### src/hw/eil_pkg.sv
// Package of register offsets, bit positions and reset values for the external interrupt latch
package eil_pkg;

    // ****************************************************************
    // Register map
    // ****************************************************************
    localparam int EIL_ADDR_W = 4;
    localparam logic [EIL_ADDR_W-1:0] EIL_STATUS_CTRL_OFS = 4'h0;
    localparam logic [EIL_ADDR_W-1:0] EIL_IRQ_STATUS_OFS = 4'h4;
    localparam logic [EIL_ADDR_W-1:0] EIL_IRQ_MASK_OFS = 4'h8;

    // ****************************************************************
    // Status and control field positions
    // ****************************************************************
    localparam int EIL_MASK_BIT_POS = 1;
    localparam int EIL_ACK_BIT_POS = 2;
    localparam int EIL_FLAG_BIT_POS = 3;
    localparam int EIL_PIN_LVL_POS = 4;
    localparam int EIL_TRIG_BIT_POS = 0;

    // ****************************************************************
    // Interrupt status bits and reset values
    // ****************************************************************
    localparam int EIL_EV_LATCH_POS = 0;
    localparam int EIL_EV_SWACK_POS = 1;
    localparam int EIL_EV_W = 2;
    localparam logic [7:0] EIL_STATUS_CTRL_RST = 8'h00;
    localparam logic [EIL_EV_W-1:0] EIL_EV_RST = 2'h0;

    // Edge detector states
    typedef enum logic [1:0] {
        EIL_LVL_HIGH = 2'b01,
        EIL_LVL_LOW = 2'b10
    } eil_lvl_type;

endpackage

### src/hw/eil_sync_if.sv
// Interface carrying the synchronised pin level and its falling-edge pulse
interface eil_sync_if;
    logic pin_level;
    logic fall_pulse;
    modport producer (output pin_level, output fall_pulse);
    modport consumer (input pin_level, input fall_pulse);
endinterface

### src/hw/eil_top.sv
// External interrupt latch: pin edge/level capture, acknowledge, mask and registers
module eil_top
    import eil_pkg::*;
(
    input wire logic clk,
    input wire logic reset_n,
    input wire logic ext_int_pin_n,
    input wire logic vector_fetch_ack,
    input wire logic [EIL_ADDR_W-1:0] reg_addr,
    input wire logic [7:0] reg_wdata,
    input wire logic reg_wr,
    input wire logic reg_rd,
    output logic [7:0] reg_rdata,
    output logic cpu_int_request,
    output logic pin_level_high,
    output logic irq_out
);

    // ****************************************************************
    // Pin synchroniser
    // ****************************************************************
    eil_sync_if sync_bus ();

    eil_pin_sync u_sync (
        .clk(clk),
        .reset_n(reset_n),
        .pin_n(ext_int_pin_n),
        .sync(sync_bus.producer)
    );

    logic ext_int_request_latch_reg;
    logic ext_int_request_latch_next;
    logic ack_pending_reg;
    logic ack_pending_next;
    logic ext_int_mask_bit_reg;
    logic trigger_select_bit_reg;
    logic [EIL_EV_W-1:0] ev_status_reg;
    logic [EIL_EV_W-1:0] ev_status_next;
    logic [EIL_EV_W-1:0] ev_mask_reg;
    logic [7:0] reg_rdata_reg;
    logic [7:0] rdata_next;
    logic cpu_int_request_reg;
    logic pin_level_reg;

    // ****************************************************************
    // Register decode
    // ****************************************************************
    wire sel_ctrl = (reg_addr == EIL_STATUS_CTRL_OFS);
    wire sel_ev_stat = (reg_addr == EIL_IRQ_STATUS_OFS);
    wire sel_ev_mask = (reg_addr == EIL_IRQ_MASK_OFS);
    wire wr_ctrl = reg_wr && sel_ctrl;
    wire sw_ack = wr_ctrl && reg_wdata[EIL_ACK_BIT_POS];
    wire any_ack = sw_ack || vector_fetch_ack;
    wire pin_low = !sync_bus.pin_level;
    wire fall = sync_bus.fall_pulse;

    // Level mode sets on low level as well as edge; edge detect never gated by ack
    wire set_req = fall || (trigger_select_bit_reg && pin_low);

    // ****************************************************************
    // Latch next-state
    // ****************************************************************
    // Edge mode: ack clears at once. Level mode: ack is remembered until pin is high,
    // so acknowledge and pin release may come in either order.
    always_comb begin
        ack_pending_next = ack_pending_reg;
        ext_int_request_latch_next = ext_int_request_latch_reg;
        if (!trigger_select_bit_reg) begin
            ack_pending_next = 1'b0;
            if (any_ack) begin
                ext_int_request_latch_next = 1'b0;
            end
        end else begin
            if (any_ack) begin
                ack_pending_next = 1'b1;
            end
            if ((any_ack || ack_pending_reg) && !pin_low) begin
                ext_int_request_latch_next = 1'b0;
                ack_pending_next = 1'b0;
            end
        end
        // New event wins over a clear in the same cycle
        if (set_req) begin
            ext_int_request_latch_next = 1'b1;
        end
    end

    // ****************************************************************
    // Interrupt status: latch rise and software ack; write one clears
    // ****************************************************************
    wire [EIL_EV_W-1:0] ev_set = {sw_ack, set_req && !ext_int_request_latch_reg};
    wire [EIL_EV_W-1:0] ev_clr = (reg_wr && sel_ev_stat) ? reg_wdata[EIL_EV_W-1:0] : '0;

    // Set beats clear per bit
    always_comb begin
        ev_status_next = ev_status_reg;
        for (int i = 0; i < EIL_EV_W; i++) begin
            ev_status_next[i] = ev_set[i] || (ev_status_reg[i] && !ev_clr[i]);
        end
    end

    // ****************************************************************
    // Read mux; acknowledge always reads zero
    // ****************************************************************
    wire [7:0] ctrl_rd = {3'h0,
        sync_bus.pin_level,
        ext_int_request_latch_reg,
        1'b0,
        ext_int_mask_bit_reg,
        trigger_select_bit_reg};
    assign rdata_next = !reg_rd ? 8'h00 :
        sel_ctrl ? ctrl_rd :
        sel_ev_stat ? {6'h00, ev_status_reg} :
        sel_ev_mask ? {6'h00, ev_mask_reg} : 8'h00;

    // ****************************************************************
    // State registers; reset clears latch and all control bits
    // ****************************************************************
    always_ff @(posedge clk or negedge reset_n) begin
        if (!reset_n) begin
            ext_int_request_latch_reg <= 1'b0;
            ack_pending_reg <= 1'b0;
            ext_int_mask_bit_reg <= EIL_STATUS_CTRL_RST[EIL_MASK_BIT_POS];
            trigger_select_bit_reg <= EIL_STATUS_CTRL_RST[EIL_TRIG_BIT_POS];
            ev_status_reg <= EIL_EV_RST;
            ev_mask_reg <= EIL_EV_RST;
            reg_rdata_reg <= 8'h00;
            cpu_int_request_reg <= 1'b0;
            pin_level_reg <= 1'b1;
        end else begin
            ext_int_request_latch_reg <= ext_int_request_latch_next;
            ack_pending_reg <= ack_pending_next;
            ev_status_reg <= ev_status_next;
            reg_rdata_reg <= rdata_next;
            pin_level_reg <= sync_bus.pin_level;
            cpu_int_request_reg <= ext_int_request_latch_next && !ext_int_mask_bit_reg;
            if (wr_ctrl) begin
                ext_int_mask_bit_reg <= reg_wdata[EIL_MASK_BIT_POS];
                trigger_select_bit_reg <= reg_wdata[EIL_TRIG_BIT_POS];
            end
            if (reg_wr && sel_ev_mask) begin
                ev_mask_reg <= reg_wdata[EIL_EV_W-1:0];
            end
        end
    end

    // ****************************************************************
    // Outputs, all registered except irq_out, which is decoded from status and mask registers
    // ****************************************************************
    assign reg_rdata = reg_rdata_reg;
    assign cpu_int_request = cpu_int_request_reg;
    assign pin_level_high = pin_level_reg;
    assign irq_out = |(ev_status_reg & ev_mask_reg);

endmodule

### src/hw/eil_pin_sync.sv
// Two-flop synchroniser and falling-edge detector for the interrupt pin
module eil_pin_sync
    import eil_pkg::*;
(
    input wire logic clk,
    input wire logic reset_n,
    input wire logic pin_n,
    eil_sync_if.producer sync
);

    logic meta_reg;
    logic level_reg;
    eil_lvl_type state_reg;
    eil_lvl_type state_next;

    // ****************************************************************
    // Synchroniser; idle pin is high so reset to one
    // ****************************************************************
    always_ff @(posedge clk or negedge reset_n) begin
        if (!reset_n) begin
            meta_reg <= 1'b1;
            level_reg <= 1'b1;
            state_reg <= EIL_LVL_HIGH;
        end else begin
            meta_reg <= pin_n;
            level_reg <= meta_reg;
            state_reg <= state_next;
        end
    end

    // Edge seen as high-to-low between synchronised samples
    always_comb begin
        case (state_reg)
            EIL_LVL_HIGH: state_next = level_reg ? EIL_LVL_HIGH : EIL_LVL_LOW;
            EIL_LVL_LOW: state_next = level_reg ? EIL_LVL_HIGH : EIL_LVL_LOW;
            default: state_next = EIL_LVL_HIGH;
        endcase
    end

    assign sync.pin_level = level_reg;
    assign sync.fall_pulse = (state_reg == EIL_LVL_HIGH) && !level_reg;

endmodule

### config.mk
export PLATFORM = sky130hd
export DESIGN_NAME = eil_top
export DESIGN_NICKNAME = d
export VERILOG_FILES = /design/src/hw/eil_pkg.sv /design/src/hw/eil_sync_if.sv /design/src/hw/eil_top.sv /design/src/hw/eil_pin_sync.sv
export SDC_FILE = /design/constraint.sdc
export NUM_CORES = 1
export LEC_CHECK = 0
export BUFFER_PORTS_ARGS = -buffer_cell sky130_fd_sc_hd__clkbuf_2
export CORE_UTILIZATION = 50
export CTS_CLUSTER_DIAMETER = 60
export DETAILED_ROUTE_END_ITERATION = 6
export MAX_ROUTING_LAYER = met4
export PLACE_DENSITY = 0.81
export SKIP_LAST_GASP = 1
export SYNTH_ARGS = -nofsm -noshare
export SYNTH_HDL_FRONTEND = slang
export SYNTH_SLANG_ARGS = --single-unit
export TNS_END_PERCENT = 100
### constraint.sdc
create_clock -name clk -period 3 [get_ports clk]
set_input_delay 0.15 -clock clk [delete_from_list [all_inputs] [get_ports clk]]
set_output_delay 0.15 -clock clk [all_outputs]
set_load 0.1 [all_outputs]
Word level (Yosys, flattened, before mapping)
Cells that the tools add are included.
- muxes and demuxes: 14
- reductions and logical operators: 24
- eq/ne operators: 5
- bitwise logic cells: 1
- operator list (cell ; number):
    1-bit logical AND ; 11
    2-bit two-way mux ; 5
    5-bit two-way mux ; 2
    1-bit two-way mux ; 7
    1-bit zero test ; 5
    1-bit logical OR ; 5
    4-bit by 3-bit equality test with 1-bit output (second input constant) ; 1
    4-bit equality test (second input constant) ; 1
    4-bit zero test ; 1
    2-bit OR reduction ; 2
    3-bit by 1-bit inequality test with 1-bit output (second input constant) ; 1
    2-bit bitwise AND ; 1
    2-bit by 1-bit equality test with 1-bit output (second input constant) ; 1
    2-bit equality test (second input constant) ; 1
- bits of input ports: 18
- bits in registers: 19
- word-level logic and storage cells: 56
- output and inout bits: 11

Logic depth before layout (Yosys ltp)
Gate-level depths: netlist (run 1).
- depth in word-level cells: 10
- depth in mapped cells: 4
- gate-level depth less buffers: 4

Cells and area by module
A second synthesis (run 1) with hierarchy kept.
- cell total of the unflattened synthesis: 64
- area, all modules: 777.0 µm²
- by module, submodules not included (module ; seq. area each (µm²) ; area an instance (µm²) ; instances ; cells each):
    eil_top ; 351.6 ; 640.6 ; 1 ; 55
    eil_pin_sync ; 103.8 ; 136.4 ; 1 ; 9

Least setup slack after synthesis (run 1)
No wires, ideal clock.
- path type: register to output
- from: register ev_status_reg[1]
- to: output port irq_out
- path slack: 1.751 ns
- data arrival time: 1.099 ns
- data required time: 2.850 ns
- cell stages (with the launch flop): 2
- buffers on the path: 0
- cell sequence: dfrtp_1 a22o_1
- cells in the longest elaborated chain, start to end: 2
- ends and longest elaborated chain (item ; RTL line ; RTL):
    from (decl) ; eil_top.sv:37 ; logic [EIL_EV_W-1:0] ev_status_reg;
    from (signal assigned) ; eil_top.sv:133 ; ev_status_reg <= ev_status_next;
    2-bit bitwise AND ; eil_top.sv:153 ; assign irq_out = |(ev_status_reg & ev_mask_reg);
    2-bit OR reduction ; eil_top.sv:153 ;
    to (decl) ; eil_top.sv:16 ; output logic irq_out
No other way between the ends.

Worst setup path in the final report (run 1)
Ends and elaborated chain as after synthesis.

==> results of run 1 <==
cell type report:
| cell class | instances | share of cell area, % |
|---|---|---|
| tap | 15 | 2.041 |
| multi-input combinational | 40 | 30.34 |
| sequential | 18 | 49.52 |
| timing repair buffer | 21 | 12.52 |
| inverter | 4 | 1.633 |
| clock buffer | 4 | 3.946 |
power by group:
part	switching, mW	internal, mW
Clock	0.0744	0.0740
Combinational	0.159	0.0509
Sequential	0.0298	0.293
critical path, delay by kind of cell, from the launching register on:
| kind | cells | cell delay (ns) |
|---|---|---|
| AO/OA/AOI/OAI | 1 | 0.23 |
| flip-flops | 1 | 0.41 |
| buffers and inverters | 1 | 0.36 |
per-layer routing:
layer	vias up	share of wire (%)
met5	-	0
met4	0	2.5
met3	5	6.3
met2	28	47
met1	269	44
li1	263	-
placed cells by master (no fill, tap or decap):
cell | Yosys | final
o2bb2ai_1 | 1 | 1
dfrtp_1 | 14 | 14
nand3_2 | 1 | 1
nor3b_1 | 1 | 1
a221oi_1 | 2 | 2
nor3_1 | 1 | 1
a22o_1 | 1 | 1
mux2_2 | 2 | 2
o22ai_1 | 1 | 1
and3_4 | 1 | 1
o31ai_1 | 1 | 1
inv_1 | 4 | 4
nor3b_4 | 1 | 1
clkbuf_4 | 0 | 3
clkbuf_8 | 0 | 1
a21o_1 | 1 | 1
dfstp_2 | 4 | 4
nand3_1 | 1 | 1
and3_1 | 2 | 2
conb_1 | 1 | 4
ha_1 | 1 | 1
o21ai_0 | 3 | 3
clkbuf_2 | 0 | 19
nor2_1 | 5 | 5
mux2_1 | 2 | 2
nand4b_1 | 2 | 2
dlygate4sd3_1 | 0 | 2
o311a_1 | 1 | 1
nand2_1 | 5 | 5
path summary, 6_finish.rpt:
| path | slack, ns | endpoint | depth (start not counted) | from |
|---|---|---|---|---|
| worst max-delay path | 1.54 | irq_out | 2 | ev_status_reg[1] |
| worst min-delay path | 0.07 | ext_int_request_latch_reg | 2 | vector_fetch_ack |
| min in group asynchronous | 0.31 | cpu_int_request | 2 | reset_n |
| worst max register to register | 1.91 | ext_int_request_latch_reg | 3 | u_sync.state_reg[0] |
| max in group asynchronous | 2.35 | u_sync.sync.pin_level | 2 | reset_n |
| worst min register to register | 0.36 | u_sync.sync.pin_level | 0 | u_sync.meta_reg |
stage by stage:
step	cells	setup slack [ns]	util (%)	instance area, um^2
3_5_place_dp	96	1.806	63.19	863.3
3_3_place_gp	96	1.865	63.19	863.3
6_report	102	1.542	67.31	919.6
5_1_grt	102	1.496	67.31	919.6
2_1_floorplan	66	1.751	-	779.5
4_1_cts	102	1.537	67.31	919.6
kinds of logic (layout without fill, tap and decap cells):
kind of cell,count (synthesis),count (layout),share of synthesized area [%]
other,1,4,0.4881
AND/OR/NAND/NOR,20,20,16.29
buffers and inverters,8,29,5.863
adder cells (fa/ha/maj),1,1,1.628
multiplexers,4,4,5.863
flip-flops,18,18,59.28
AO/OA/AOI/OAI,11,11,10.59
what timing repair did:
item,in CTS,in global routing
hold buffers,2,0
buffers inserted,0,0
gates resized for setup,0,0
hold endpoints to repair,15,0
endpoints found under the setup margin,0,0
==> results_dict.tcl, run 1 <==
set metrics [dict create \
    seq_area_frac_synth_pct 59.28 \
    worst_clock_skew_ns 0.008877 \
    synthTopCellsByArea "dfrtp_1 (46%), dfstp_2 (14%), buf_4 (3.9%)" \
    insertion_delay_ns 0.30 \
    finalHoldViolCount 0 \
    nets 107 \
    worstPathRequired_ns 2.85 \
    cts_buffers 3 \
    yosysWarnings 0 \
    crit_path_max_incr_delay_ns 0.41 \
    place_hpwl_um 940.5 \
    start_util_pct 56.23 \
    synth_area_leader_cell "dfrtp_1" \
    holdWs_ns 0.07382 \
    worst_pin_slew_ns 0.5392 \
    critPathMaxFanout 3 \
    grt.total_usage_pct 20.37 \
    largest_reg_flops 4 \
    cp_slowest_cell "dfrtp_1" \
    gp_congestion 0.7859 \
    drtIter0Drc 23 \
    period_needed_ns 1.458 \
    grt_pass1_wl_um 2007 \
    cap_violations 0 \
    synth.distinct_cells 26 \
    peakVddDrop_uv 403.5 \
    wl_um 1355 \
    ant_nets 0 \
    port_buffers 19 \
    p_leak_nw 0.4618 \
    slew_violations 0 \
    grtUsageMet3_pct 8.152 \
    vias 565 \
    diodes 0 \
    cts_tree "done" \
    area_growth_pct 19.71 \
    finalSetupTns_ns 0 \
    htree_levels 1 \
    yosysMostFrequentCell "dfrtp_1" \
    cts.path.max_buffers 2 \
    use_met2_pct 25.78 \
    rsz0062_at_grt "no" \
    antenna_found_initial 0 \
    p_per_area_nw_per_um2 740.8 \
    total_power_mw 0.6813 \
    synth_top_area_share_pct 45.60 \
    worst-setup-path-type "reg2out" \
    arrival_ns 1.31 \
    status "finished clean" \
    clock-root-buffer "clkbuf_4" \
    overflow 0 \
    grt_max_degree 19 \
    synth-main-ff-cell "dfrtp_1" \
    hp-class "in2reg" \
    fmax_ghz 0.6858 \
    wire_per_inst_um 13.28 \
    crit_chain "a22o_1, clkbuf_2" \
    ff_latch_area_um2 455.4 \
    async_reset_ff_share_pct 100.0 \
    worstSetupStartpointType "register" \
    grt_pass1_vias 447 \
    synth_common_cells "dfrtp_1 (14), nand2_1 (5), nor2_1 (5)" \
    min_period_over_period_pct 48.61 \
    top_usage_layer "met1" \
    firstDrtPassIters 4 \
    cp-end-kind "output port" \
    drive_above_1_share_pct 36.78 \
    cts_sinks 18 \
    met1_usage_pct 26.90 \
    relSlewSlack_pct 64.21 \
    die_height_um 41.20 \
    multi_input_area_um2 279.0 \
    final-setup-viol-count 0 \
    fill_cells 115 \
    row_count 13 \
    num_io_pins 29 \
    synth.ff_latch_count 18 \
    drc 0 \
    die_w_um 41.20 \
    syn_avg_cell_area_um2 12.19 \
    post_drt_via_cell_ratio 5.539 \
    dieArea_um2 1697 \
    cts.reportedPaths.clkPinSlew_ns 0.10 \
    synth_edf_count 0 \
    syn_area_um2 768.2 \
    core_um2 1366 \
    synthCells 63 \
]
Power figures use the tool's default switching activity.
==> inputs of run 2 (changes only) <==
--- a/config.mk
+++ b/config.mk
@@ -6,11 +6,11 @@
 export NUM_CORES = 1
 export LEC_CHECK = 0
 export BUFFER_PORTS_ARGS = -buffer_cell sky130_fd_sc_hd__clkbuf_2
-export CORE_UTILIZATION = 50
+export CORE_UTILIZATION = 42
 export CTS_CLUSTER_DIAMETER = 60
 export DETAILED_ROUTE_END_ITERATION = 6
 export MAX_ROUTING_LAYER = met4
-export PLACE_DENSITY = 0.81
+export PLACE_DENSITY = 0.73
 export SKIP_LAST_GASP = 1
 export SYNTH_ARGS = -nofsm -noshare
 export SYNTH_HDL_FRONTEND = slang
==> constraint.sdc (replaced) <==
create_clock -name clk -period 1.29 [get_ports clk]
set_input_delay 0.0645 -clock clk [delete_from_list [all_inputs] [get_ports clk]]
set_output_delay 0.0645 -clock clk [all_outputs]
set_load 0.1 [all_outputs]
==> run 2 against run 1 <==
Compared with the run above: via count down 1.6%; sequential power increased by 130%; final cell count grew 11%; worst hold slack lost 0.036 ns; critical path type unchanged; largest power group unchanged; highest routed layer unchanged.
==> results_dict.tcl, run 2 (same netlist as run 1, synthesis figures left out) <==
set metrics [dict create \
    largest_reg_flops 4 \
    mostFrequentLayoutCell "clkbuf_2" \
    cap_violations 0 \
    final_area_um2 959.7 \
    cts_tree "done" \
    grt_pass1_vias 500 \
    gp_congestion 0.7421 \
    placed_area_um2 890.9 \
    cts_sinks 18 \
    final_core_utilization_pct 55.58 \
    num_io_pins 29 \
    row_count 15 \
    min_period_over_period_pct 94.79 \
    rsz0062_at_grt "no" \
    finalHoldViolCount 0 \
    vias 556 \
    peakVddDrop_uv 925.3 \
    firstDrtPassIters 4 \
    holdWs_ns 0.03815 \
    cp-end-kind "output port" \
    ff_latch_area_um2 455.4 \
    final-setup-viol-count 0 \
    clock-root-buffer "clkbuf_4" \
    dieArea_um2 2004 \
    finalSetupTns_ns 0 \
    drtIter0Drc 13 \
    worstSetupStartpointType "register" \
    worst_pin_slew_ns 0.5384 \
    port_buffers 19 \
    cts.reportedPaths.clkPinSlew_ns 0.10 \
    antenna_found_initial 0 \
    slew_violations 0 \
    overflow 0 \
    htree_levels 1 \
    post_cts_buffers 0 \
    grt.total_usage_pct 15.62 \
    wl_um 1274 \
    grt_max_degree 19 \
    diodes 0 \
    status "finished clean" \
    post_drt_via_cell_ratio 4.920 \
    fmax_ghz 0.8178 \
    core_um2 1727 \
    hp-class "in2reg" \
    insertion_delay_ns 0.28 \
    start_util_pct 44.49 \
    grt_pass1_wl_um 2125 \
    die_w_um 44.77 \
    wire_per_inst_um 11.27 \
    p_per_area_nw_per_um2 1652 \
    cts.path.max_buffers 2 \
    die_height_um 44.77 \
    ant_nets 0 \
    multi_input_area_um2 279.0 \
    worst-setup-path-type "reg2out" \
    most-common-layout-cells "clkbuf_2 (17), dfrtp_1 (14), nor2_1 (5), nand2_1 (5)" \
    p_leak_nw 0.4719 \
    fill_cells 155 \
    place_hpwl_um 976.1 \
    worst_clock_skew_ns 0.0004202 \
    cts_buffers 3 \
    relSlewSlack_pct 64.26 \
    arrival_ns 1.16 \
    critPathMaxFanout 3 \
    drive_above_1_share_pct 36.36 \
    area_growth_pct 24.92 \
    drc 0 \
    nets 108 \
    worstPathRequired_ns 1.23 \
    period_needed_ns 1.223 \
]
[run 2: changes by cell type in the layout (fill, tap and decap cells not counted), sizes merged]
cell / delta
buf: +2
clkbuf: -2
dlygate4sd3: +1
[run 2: worst paths after layout]
check	to	slack, ns	from	depth (start not counted)
min	ev_mask_reg[0]	0.04	reg_wdata[0]	2
max reg2reg	ext_int_request_latch_reg	0.19	u_sync.state_reg[0]	3
min reg2reg	u_sync.sync.pin_level	0.36	u_sync.meta_reg	0
max	irq_out	0.07	ev_status_reg[1]	2
min in group asynchronous	reg_rdata[4]	0.24	reset_n	2
max in group asynchronous	u_sync.state_reg[0]	0.73	reset_n	2
[run 2: worst max-delay path: stages, from the launching register on]
cell,delay (ns)
dfrtp_1,0.41
a22o_1,0.23
buf_4,0.23
[run 2: routing by layer]
metal	vias up	track usage [%]	share of wire [%]
met5	-	-	0
met4	0	7.273	2.0
met3	5	4.800	3.5
met2	18	22.94	49
met1	263	19.84	45
li1	270	-	-
[run 2: through the flow]
step / instances / worst slack, ns / power, mW
after floorplan: 66 / 0.1269 / 1.139
after global placement: 106 / 0.2380 / 1.231
after detailed placement: 106 / 0.2067 / 1.248
after CTS: 113 / 0.02504 / 1.598
after global routing: 113 / 0.02050 / 1.675
final: 113 / 0.06715 / 1.585
[run 2: power by group]
part / internal, mW / switching [mW]
Combinational: 0.131 / 0.369
Sequential: 0.681 / 0.0714
Clock: 0.172 / 0.161
Total: 0.984 / 0.601
[run 2: final cells by class]
class                      instances  share of cell area, %
clock buffer                       4                  3.781
inverter                           4                  1.565
multi-input combinational         40                  29.07
sequential                        18                  47.46
tap                               25                  3.259
timing repair buffer              22                  14.86
[run 2: what timing repair did]
action                                  4_1_cts  5_1_grt
hold buffers                                  3        0
hold endpoints to repair                     16        0
endpoints found under the setup margin        1        1
gates cloned                                  0        0
resized for setup                             1        1
==> inputs of run 3 (changes only) <==
--- a/config.mk
+++ b/config.mk
@@ -5,12 +5,13 @@
 export SDC_FILE = /design/constraint.sdc
 export NUM_CORES = 1
 export LEC_CHECK = 0
+export ABC_AREA = 1
 export BUFFER_PORTS_ARGS = -buffer_cell sky130_fd_sc_hd__clkbuf_2
 export CORE_UTILIZATION = 42
 export CTS_CLUSTER_DIAMETER = 60
 export DETAILED_ROUTE_END_ITERATION = 6
 export MAX_ROUTING_LAYER = met4
-export PLACE_DENSITY = 0.73
+export PLACE_DENSITY = 0.72
 export SKIP_LAST_GASP = 1
 export SYNTH_ARGS = -nofsm -noshare
 export SYNTH_HDL_FRONTEND = slang
==> run 3 against run 2 <==
Compared with the run above: register-to-register slack lost 0.02 ns; worst hold slack better by 0.0056 ns; clock power hardly changed; first-iteration DRC count down 31%; synthesized cell count grew 25%; power grew 1.1%; highest routed layer unchanged; fmax up 1.0%; sequential power hardly changed; wire length up 4.3%; final cell count up 13%.
==> results_dict.tcl, run 3 <==
set metrics [dict create \
    antenna_found_initial 0 \
    wl_um 1329 \
    die_w_um 45.36 \
    vias 585 \
    rsz0062_at_grt "no" \
    insertion_delay_ns 0.28 \
    gp_congestion 0.7457 \
    grt.total_usage_pct 15.04 \
    synthXorXnorAreaFrac_pct 0 \
    htree_levels 1 \
    synth.ff_latch_count 18 \
    start_util_pct 45.23 \
    die_height_um 45.36 \
    most-common-layout-cells "clkbuf_2 (17), nand2_1 (14), dfrtp_1 (14)" \
    pre_cts_slack_ns 0.1884 \
    synthCells 79 \
    r2r-start "u_sync.state_reg[0]" \
    port_buffers 19 \
    overflow 0 \
    synth_common_cells "dfrtp_1 (14), nand2_1 (14), inv_1 (12)" \
    largest_reg_flops 4 \
    clock-root-buffer "clkbuf_4" \
    min_period_over_period_pct 93.85 \
    cts.path.max_buffers 2 \
    synth.distinct_cells 22 \
    drtIter0Drc 9 \
    syn_area_um2 789.5 \
    core_um2 1745 \
    fmax_ghz 0.8260 \
    final-setup-viol-count 0 \
    relSlewSlack_pct 64.04 \
    cts_tree "done" \
    finalHoldViolCount 0 \
    crit_chain "a22o_1, buf_4" \
    dieArea_um2 2057 \
    finalSetupTns_ns 0 \
    synth_area_leader_cell "dfrtp_1" \
    hp-class "in2reg" \
    synth_simple_gate_area_share_pct 22.03 \
    p_leak_nw 0.4998 \
    synthTopCellsByArea "dfrtp_1 (44%), dfstp_2 (13%), nand2_1 (6.7%)" \
    synthMuxAreaShare_pct 0 \
    synth-main-ff-cell "dfrtp_1" \
    area_growth_pct 22.98 \
    cp-end-kind "output port" \
    slew_violations 0 \
    peakVddDrop_uv 610.3 \
    syn_avg_cell_area_um2 9.994 \
    mostFrequentLayoutCell "clkbuf_2" \
    synth_top_family_by_area "simple AND/OR/NAND/NOR gates" \
    status "finished clean" \
    fill_cells 159 \
    cts.reportedPaths.clkPinSlew_ns 0.10 \
    drive_above_1_share_pct 35.92 \
    p_per_area_nw_per_um2 1651 \
    cap_violations 0 \
    post_drt_via_cell_ratio 4.570 \
    row_count 15 \
    synth_edf_count 0 \
    critPathBufInv 1 \
    synth_fa_ha_area_share_pct 1.585 \
    holdWs_ns 0.04372 \
    cpLargestDelayFamily "flip-flops" \
    worst_pin_slew_ns 0.5417 \
    nets 123 \
    num_io_pins 29 \
    yosysWarnings 0 \
    final_area_um2 970.9 \
    total_power_mw 1.603 \
    arrival_ns 1.15 \
    grt_pass1_wl_um 2097 \
    synth_compound_area_share_pct 7.765 \
    layout_setup_ws_ns 0.07929 \
    place_hpwl_um 1035 \
    ant_nets 0 \
    crit_path_max_incr_delay_ns 0.41 \
    grt_pass1_vias 489 \
    worstSetupStartpointType "register" \
    crit_path_start "ev_status_reg[1]" \
    r2r_slack_ns 0.17 \
    cp_slowest_cell "dfrtp_1" \
    min_from "reg_wdata[0]" \
    drc 0 \
    synth_top_area_share_pct 44.37 \
    firstDrtPassIters 4 \
    diodes 0 \
    placed_area_um2 912.1 \
    worst_clock_skew_ns 0.001418 \
    worstPathRequired_ns 1.23 \
    period_needed_ns 1.211 \
    post_cts_buffers 0 \
    seq_area_frac_synth_pct 57.69 \
    critPathMaxFanout 3 \
    grt_max_degree 19 \
    cts_sinks 18 \
    wire_per_inst_um 10.38 \
    async_reset_ff_share_pct 100.0 \
    cts_buffers 3 \
    worst-setup-path-type "reg2out" \
]
-- run 3: cell types whose count changed in the layout (fill, tap and decap cells not counted), sizes merged, moves of 2 or more --
cell	change
nor3b	-2
o21ai	+5
nand4b	-2
nand2	+10
inv	+10
nand3	+2
a221oi	-2
nand4	+5
mux2	-4
a31oi	+2
and3	-3
-- run 3: worst register-to-register path: cells and delay by family (launching register included) --
kind                     cells  cell delay [ns]
flip-flops                   1             0.37
AO/OA/AOI/OAI                1             0.26
AND/OR/NAND/NOR              2             0.19
adder cells (fa/ha/maj)      1             0.17
buffers and inverters        1             0.04
-- run 3: cell families after synthesis --
group                      after synthesis
other                                    1
and+or+nand+nor                         30
buffers and inverters                   18
AOI/OAI and AO/OA                       11
adders and majority gates                1
DFF                                     18
-- run 3: final cells by class --
cell class,count,area (um^2),share of cell area [%]
sequential,18,455.4,46.91
inverter,14,52.55,5.412
tap,25,31.28,3.222
timing repair buffer,21,132.6,13.66
multi-input combinational,46,262.8,27.06
clock buffer,4,36.28,3.737
-- run 3: worst paths after layout --
path / cells past startpoint / to
worst min register to register: 0 / u_sync.sync.pin_level
max in group asynchronous: 2 / pin_level_high
worst min-delay path: 3 / ev_mask_reg[0]
worst max-delay path: 2 / irq_out
worst max register to register: 5 / cpu_int_request
min in group asynchronous: 2 / ev_status_reg[1]
-- run 3: per-layer routing --
metal | vias up | routed length, um | GRT usage (%)
met3 | 2 | 39 | 3.600
met1 | 267 | 630 | 18.14
met2 | 17 | 645 | 23.48
li1 | 299 | - | -
met4 | 0 | 14 | 7.273
met5 | - | 0 | -
-- run 3: through the flow --
| stage | util (%) | cells |
|---|---|---|
| after floorplan | - | 82 |
| after global routing | 55.63 | 128 |
| after detailed placement | 52.26 | 122 |
| after global placement | 52.26 | 122 |
| final | 55.63 | 128 |
| after CTS | 55.63 | 128 |
-- run 3: where the power goes --
group / total [mW] / switching, mW / internal [mW] / leakage [nW]
clock network: 0.332 / 0.161 / 0.172 / 0.0210
registers: 0.755 / 0.0718 / 0.683 / 0.220
logic: 0.516 / 0.394 / 0.121 / 0.259
-- run 3: timing repair --
item                       4_1_cts  5_1_grt
hold buffers                     2        0
resized for setup                1        1
pin swaps                        0        0
hold endpoints to repair        15        0
setup endpoints to repair        1        1
